$ cat src/core/php_consts.svh
// offsets, field positions, reset values and pin indices of the parallel host port
// assumes a 32-bit classic Wishbone slave, byte addresses, 8-bit registers in lane 0
`ifndef PHP_CONSTS_SVH
`define PHP_CONSTS_SVH

// ==========================================
// register word offsets, compared with adr_i[7:2]
`define PHP_ADR_CFG 6'h00
`define PHP_ADR_PORT0 6'h01
`define PHP_ADR_PORT1 6'h02
`define PHP_ADR_PORT2 6'h03
`define PHP_ADR_ISTAT 6'h04
`define PHP_ADR_IMASK 6'h05
`define PHP_ADR_CTRL 6'h06

// ==========================================
// configuration, control and interrupt fields
`define PHP_CFG_READY 2
`define PHP_CFG_VACANT 3
`define PHP_CFG_RPOL 4
`define PHP_CFG_VPOL 5
`define PHP_CTRL_EN 0
`define PHP_IRQ_RD 0
`define PHP_IRQ_WR 1

// ==========================================
// reset values
`define PHP_RST_VACANT 1'b1
`define PHP_RST_READY 1'b0
`define PHP_PIN_IDLE 27'h7000000

// ==========================================
// synchronised pin vector layout
`define PHP_PIN_STB 24
`define PHP_PIN_OE 25
`define PHP_PIN_CS 26
`define PHP_MASK8 24'h0000FF
`define PHP_MASK16 24'h00FFFF
`define PHP_MASK24 24'hFFFFFF

`endif

$ cat src/core/php_pkg.sv
// types shared by the parallel host port modules
// assumes php_consts.svh is on the include path
package php_pkg;

  typedef enum logic [1:0] {PHP_W8, PHP_W16, PHP_W24, PHP_W24B} php_width_e;

  typedef logic [26:0] php_pins_t;

  typedef struct packed {
    php_pins_t s1;
    php_pins_t s2;
    php_pins_t s3;
    php_pins_t level;
  } php_sync_s;

  typedef struct packed {
    php_width_e width;
    logic rdyPol;
    logic vacPol;
    logic enable;
    logic dataReady;
    logic latchVacant;
    logic [23:0] outLatch;
    logic [23:0] inLatch;
    logic [1:0] irqStat;
    logic [1:0] irqMask;
    logic prevRead;
    logic prevWrite;
    logic ack;
    logic [31:0] datO;
    logic irq;
    logic readyPin;
    logic vacantPin;
    logic hsOe;
    logic [23:0] dataOe;
  } php_state_s;

endpackage

$ cat src/core/php_pin_if.sv
// carrier of the synchronised pin levels between the synchroniser and the port core
// assumes one clock domain on both ends
`timescale 1ns/10ps
`default_nettype none
interface php_pin_if;
  php_pkg::php_pins_t level;
  modport src (output level);
  modport dst (input level);
endinterface
`default_nettype wire

$ cat src/core/php_parallel_port.sv
// parallel host port: latched 24-bit data port with strobe/output-enable handshake
// assumes a classic Wishbone master on clk and an external party on the pins
//
// Design decisions made here: the Wishbone slave port and the placing of the registers.
`timescale 1ns/10ps
`default_nettype none
`include "php_consts.svh"
module php_parallel_port (
  input wire logic clk, // system clock, 100 MHz
  input wire logic nrst, // synchronous reset, active low
  input wire logic cyc_i, // wishbone cycle
  input wire logic stb_i, // wishbone strobe
  input wire logic we_i, // wishbone write enable
  input wire logic [7:0] adr_i, // wishbone byte address
  input wire logic [3:0] sel_i, // wishbone byte selects
  input wire logic [31:0] dat_i, // wishbone write data
  output logic [31:0] dat_o, // wishbone read data
  output logic ack_o, // wishbone acknowledge
  output logic irq, // level interrupt
  input wire logic [23:0] dataIn, // data pins, input side
  output logic [23:0] dataOut, // data pins, output side
  output logic [23:0] dataOe, // data pins, output enable per bit
  input wire logic write_strobe_n, // external write strobe
  input wire logic output_enable_n, // external output enable
  input wire logic chip_select_n, // external chip select
  output logic output_ready_pin, // data ready pin
  output logic latch_vacant_pin, // latch empty pin
  output logic hsPinOe // handshake output pins enable
);
  import php_pkg::*;

  php_state_s st_r;
  php_state_s st_nxt;
  php_pin_if pinBus ();
  logic rdAct;
  logic wrAct;
  logic readEnd;
  logic writeEnd;
  logic acc;
  logic wrEn;
  logic rdEn;
  logic [5:0] adrW;
  logic [23:0] pinData;
  logic [1:0] irqClr;

  // ==========================================
  // pin synchroniser

  php_pin_sync u_sync (
    .clk(clk),
    .nrst(nrst),
    .pinsRaw({chip_select_n, output_enable_n, write_strobe_n, dataIn}),
    .pinBus(pinBus)
  );

  // ==========================================
  // helpers

  function automatic logic [23:0] laneMask(input php_width_e w);
    case (w)
      PHP_W8: laneMask = `PHP_MASK8;
      PHP_W16: laneMask = `PHP_MASK16;
      default: laneMask = `PHP_MASK24;
    endcase
  endfunction

  // flag bit reads opposite to its pin
  function automatic logic flagBit(input logic active, input logic pol);
    flagBit = ~(active ^ pol);
  endfunction

  // ==========================================
  // next state

  always_comb
  begin
    st_nxt = st_r;
    adrW = adr_i[7:2];
    pinData = pinBus.level[23:0];
    acc = cyc_i && stb_i && st_r.ack;
    wrEn = acc && we_i && sel_i[0];
    rdEn = acc && !we_i;
    // handshake inputs count only under chip select
    rdAct = st_r.enable && !pinBus.level[`PHP_PIN_CS] && !pinBus.level[`PHP_PIN_OE];
    wrAct = st_r.enable && !pinBus.level[`PHP_PIN_CS] && !pinBus.level[`PHP_PIN_STB];
    readEnd = st_r.prevRead && !rdAct && pinBus.level[`PHP_PIN_OE];
    writeEnd = st_r.prevWrite && !wrAct && pinBus.level[`PHP_PIN_STB];
    st_nxt.prevRead = rdAct;
    st_nxt.prevWrite = wrAct;
    irqClr = 2'h0;

    // bus answer: ack one cycle after the request, then dropped
    st_nxt.ack = cyc_i && stb_i && !st_r.ack;
    st_nxt.datO = 32'h00000000;
    if (st_nxt.ack && !we_i)
    begin
      case (adrW)
        `PHP_ADR_CFG: st_nxt.datO[7:0] = {2'h0, st_r.vacPol, st_r.rdyPol,
          flagBit(st_r.latchVacant, st_r.vacPol), flagBit(st_r.dataReady, st_r.rdyPol), st_r.width};
        `PHP_ADR_PORT0: st_nxt.datO[7:0] = st_r.inLatch[7:0];
        `PHP_ADR_PORT1: st_nxt.datO[7:0] = st_r.inLatch[15:8];
        `PHP_ADR_PORT2: st_nxt.datO[7:0] = st_r.inLatch[23:16];
        `PHP_ADR_ISTAT: st_nxt.datO[1:0] = st_r.irqStat;
        `PHP_ADR_IMASK: st_nxt.datO[1:0] = st_r.irqMask;
        `PHP_ADR_CTRL: st_nxt.datO[0] = st_r.enable;
        default: st_nxt.datO = 32'h00000000;
      endcase
    end

    // register writes take effect on the acknowledged edge
    if (wrEn)
    begin
      case (adrW)
        `PHP_ADR_CFG:
        begin
          st_nxt.width = php_width_e'(dat_i[1:0]);
          st_nxt.rdyPol = dat_i[`PHP_CFG_RPOL];
          st_nxt.vacPol = dat_i[`PHP_CFG_VPOL];
        end
        `PHP_ADR_PORT0: st_nxt.outLatch[7:0] = dat_i[7:0];
        `PHP_ADR_PORT1: st_nxt.outLatch[15:8] = dat_i[7:0];
        `PHP_ADR_PORT2: st_nxt.outLatch[23:16] = dat_i[7:0];
        `PHP_ADR_ISTAT: irqClr = dat_i[1:0];
        `PHP_ADR_IMASK: st_nxt.irqMask = dat_i[1:0];
        `PHP_ADR_CTRL: st_nxt.enable = dat_i[`PHP_CTRL_EN];
        default: irqClr = 2'h0;
      endcase
    end

    // flags: the firmware set wins over a same-cycle pin clear
    if (rdAct)
    begin
      st_nxt.dataReady = 1'b0;
    end
    if (wrAct)
    begin
      st_nxt.latchVacant = 1'b0;
    end
    if (wrEn && adrW == `PHP_ADR_PORT0)
    begin
      st_nxt.dataReady = 1'b1;
    end
    if (rdEn && adrW == `PHP_ADR_PORT0)
    begin
      st_nxt.latchVacant = 1'b1;
    end

    // capture the pin word as strobe rises
    if (writeEnd)
    begin
      st_nxt.inLatch = pinData & laneMask(st_r.width);
    end

    // sticky events, write-one-to-clear, set beats clear
    st_nxt.irqStat = (st_r.irqStat & ~irqClr) | {writeEnd, readEnd};
    st_nxt.irq = |(st_nxt.irqStat & st_nxt.irqMask);

    // pins follow the next state so flag and pin never disagree
    st_nxt.readyPin = st_nxt.dataReady ^ st_nxt.rdyPol;
    st_nxt.vacantPin = st_nxt.latchVacant ^ st_nxt.vacPol;
    st_nxt.hsOe = st_nxt.enable;
    st_nxt.dataOe = rdAct ? laneMask(st_r.width) : 24'h000000;
  end

  // ==========================================
  // state register

  always_ff @(posedge clk)
  begin
    if (!nrst)
    begin
      st_r <= '0;
      st_r.latchVacant <= `PHP_RST_VACANT;
      st_r.dataReady <= `PHP_RST_READY;
      st_r.vacantPin <= `PHP_RST_VACANT;
      st_r.readyPin <= `PHP_RST_READY;
    end
    else
    begin
      st_r <= st_nxt;
    end
  end

  // ==========================================
  // outputs, all straight from flops

  assign dat_o = st_r.datO;
  assign ack_o = st_r.ack;
  assign irq = st_r.irq;
  assign dataOut = st_r.outLatch;
  assign dataOe = st_r.dataOe;
  assign output_ready_pin = st_r.readyPin;
  assign latch_vacant_pin = st_r.vacantPin;
  assign hsPinOe = st_r.hsOe;
endmodule
`default_nettype wire

$ cat src/core/php_pin_sync.sv
// three-stage synchroniser for the data and handshake pins
// assumes asynchronous pin inputs; a bit changes once stages two and three agree
`timescale 1ns/10ps
`default_nettype none
`include "php_consts.svh"
module php_pin_sync (
  input wire logic clk, // system clock
  input wire logic nrst, // synchronous reset, active low
  input wire php_pkg::php_pins_t pinsRaw, // raw pin levels
  php_pin_if.src pinBus // filtered levels
);
  import php_pkg::*;

  php_sync_s st_r;
  php_sync_s st_nxt;

  always_comb
  begin
    st_nxt = st_r;
    st_nxt.s1 = pinsRaw;
    st_nxt.s2 = st_r.s1;
    st_nxt.s3 = st_r.s2;
    // only stages two and three feed the filter
    st_nxt.level = (st_r.s2 & ~(st_r.s2 ^ st_r.s3)) | (st_r.level & (st_r.s2 ^ st_r.s3));
  end

  always_ff @(posedge clk)
  begin
    if (!nrst)
    begin
      st_r.s1 <= `PHP_PIN_IDLE;
      st_r.s2 <= `PHP_PIN_IDLE;
      st_r.s3 <= `PHP_PIN_IDLE;
      st_r.level <= `PHP_PIN_IDLE;
    end
    else
    begin
      st_r <= st_nxt;
    end
  end

  assign pinBus.level = st_r.level;

endmodule
`default_nettype wire

$ cat config.mk
export PLATFORM = sky130hd
export DESIGN_NAME = php_parallel_port
export DESIGN_NICKNAME = d
export VERILOG_FILES = /design/src/core/php_pkg.sv /design/src/core/php_pin_if.sv /design/src/core/php_parallel_port.sv /design/src/core/php_pin_sync.sv
export VERILOG_INCLUDE_DIRS = /design/src /design/src/core
export SDC_FILE = /design/constraint.sdc
export NUM_CORES = 1
export LEC_CHECK = 0
export BUFFER_PORTS_ARGS = -buffer_cell sky130_fd_sc_hd__buf_2
export CAP_MARGIN = 30
export CORE_MARGIN = 1
export CORE_UTILIZATION = 48
export CTS_CLUSTER_SIZE = 24
export DETAILED_ROUTE_END_ITERATION = 10
export PLACE_DENSITY = 0.78
export SETUP_SLACK_MARGIN = 0.3
export SLEW_MARGIN = 20
export SYNTH_ARGS = -nofsm -noshare
export SYNTH_HDL_FRONTEND = slang
export SYNTH_SLANG_ARGS = --single-unit
export TNS_END_PERCENT = 50
$ cat constraint.sdc
create_clock -name clk -period 2.15 [get_ports clk]
set_input_delay 0.3225 -clock clk [delete_from_list [all_inputs] [get_ports clk]]
set_output_delay 0.3225 -clock clk [all_outputs]
set_load 0.005 [all_outputs]
==> results.toml <==
[floorplan]
fp.dieH_um = 120
initial_core_util_pct = 49.9
fp-row-count = 42
fp.dieW_um = 120
core-area_um2 = 13400
pin_count = 161
die-area_um2 = 14400

[sta]
fin_tns_setup_ps = 0
max_freq_mhz = 577
rsz0062_at_grt = "no"
slew_headroom_pct = 58.0
hold_viol_final = 0
fin_crit_sh_pct = 80.6
finClkSkew_ps = 6.56
setup_viol = 0
maxSlewViolCount = 0
worst_pin_slew_ps = 627
period_needed_ps = 1730

[route]
wl_per_cell_um = 13.1
drc = 0
via_per_inst = 4.80
vias = 4351
first_iter_violations = 233
drt_wl_total_um = 11900
drt_first_pass_iters = 5
ant_nets = 0

[global_route]
grt_pass1_vias = 4304
antenna_found_initial = 0
grt_first_pass_wirelength_um = 20000
grt_use_total_pct = 17.6
grt-ovfl-total = 0
grt_max_degree = 73

[min_path]
hp-class = "in2reg"

[setup_path]
crit_chain = "nand3_4 -> nor4b_4 -> mux2i_2 -> mux2_4"
path_class = "reg2reg"
end_kind = "flip-flop"
slowest_stage = "dfxtp_1"
critical_path.max_stage_delay_ps = 410
worstPathArrival_ps = 2030
start_kind = "flip-flop"
critPathRequiredTime_ps = 2450
worstPathMaxFanout = 8

[clock_tree]
htree_levels = 4
cts_root_buffer = "clkbuf_16"
clock_latency_ps = 420
clockBufferDepth = 2
tritoncts = "built"
clk_pin_slew_ps = 70
cts_buffers = 17
hold_buffers = 0
cts_sinks = 184

[place]
dp_hpwl_um = 8240
globalplace.congestion = 0.802
port_buffers = 107

[power]
leakagePower_nw = 3.08
powerDensity_nw_per_um2 = 890
ir_worst_vdd_uv = 754
p_total_mw = 6.69

[yosys]
synth-main-ff-cell = "dfxtp_1"
ys_ff_latch = 184
async_flop_share_pct = 0
syn_area_per_cell_um2 = 10.1
yosysSeqAreaShare_pct = 55.1
synth_edf_count = 0
yosysWarnings = 0
syn_area_um2 = 6690
yosysUniqueCellTypes = 41
syn_inst = 664

[cells_and_area]
nets = 794
final_common_cell = "dfxtp_1"
layout-drive-gt1-share_pct = 24.2
diodes = 0
utilization_pct = 56.1
area_delta_synth_final_pct = 12.4
layout_common_cells = "184 x dfxtp_1, 107 x buf_2, 74 x and2_1"

[flow_run]
drv_cap = 0

[run_status]
status = "complete, no violations"
-- critical path, delay by kind of cell (launching register included) --
kind / cells / cell delay, ps
multiplexers: 2 / 650
AND/OR/NAND/NOR: 2 / 550
flip-flops: 1 / 410
-- through the flow --
stage          setup WS, ps  instances  area (um2)  hold slack (ps)
6_report                418        906        7520             86.1
3_3_place_gp            132        875        6930              390
3_5_place_dp           29.4        875        6930              399
5_1_grt                 374        906        7520             69.6
2_1_floorplan          93.1        687        6780              386
4_1_cts                 340        906        7510             73.4
-- synthesized netlist by cell type, drive strengths merged, types with 4 or more instances --
| cell | count | area, um2 |
|---|---|---|
| o21ai | 29 | 145 |
| nand3 | 10 | 55.1 |
| dfxtp | 184 | 3680 |
| and2 | 74 | 463 |
| nand2 | 54 | 203 |
| mux2i | 36 | 360 |
| a21oi | 43 | 215 |
| mux4 | 4 | 90.1 |
| inv | 4 | 15.0 |
| a22oi | 11 | 82.6 |
| buf | 83 | 621 |
| nor2 | 57 | 234 |
| nand2b | 12 | 75.1 |
| mux2 | 5 | 60.1 |
| clkbuf | 25 | 93.8 |
| nor4 | 6 | 67.6 |
-- logic make-up (layout without fill, tap and decap cells) --
group                     after synthesis  in the layout  synth area share [%]
DFF                                   184            184                  55.1
other                                   1             24                0.0561
xor gates and xnor gates                2              2                 0.262
and+or+nand+nor                       230            230                  18.6
buffers and inverters                 112            155                  10.9
AOI/OAI and AO/OA                      90             90                  7.52
muxes                                  45             45                  7.63
-- metal layers --
layer	global-route usage (%)	part of all wire (%)
met5	0	0
met4	8.91	3.2
met3	4.61	5.0
met2	30.0	49
met1	20.2	43
-- final timing paths --
path | startpoint | end | slack, ps | cells past startpoint
max reg2reg | ack_o | latch_vacant_pin | 420 | 4
min | write_strobe_n | u_sync.st_nxt[78] | 90 | 2
min reg2reg | u_sync.st_nxt[79] | u_sync.st_nxt[52] | 410 | 1
max | ack_o | latch_vacant_pin | 420 | 4
-- final cells by class --
| type | instances | area [um2] |
|---|---|---|
| fill | 1106 | 5880 |
| sequential | 184 | 3680 |
| multi-input combinational | 391 | 2380 |
| timing repair buffer | 120 | 646 |
| clock buffer | 18 | 429 |
| tap | 176 | 220 |
| clock inverter | 13 | 146 |
| inverter | 4 | 15.0 |
-- what timing repair did --
item,in CTS,in global routing
resized for setup,0,2
setup buffers,0,0
setup endpoints to repair,0,1
-- report_power, final --
group | switching, mW | leakage (nW) | internal [mW] | total (mW)
clock | 1.27 | 0.276 | 1.72 | 3.00
combinational | 0.117 | 1.30 | 0.0830 | 0.200
sequential | 0.0267 | 1.50 | 3.47 | 3.50
(Power assumes the default switching activity.)
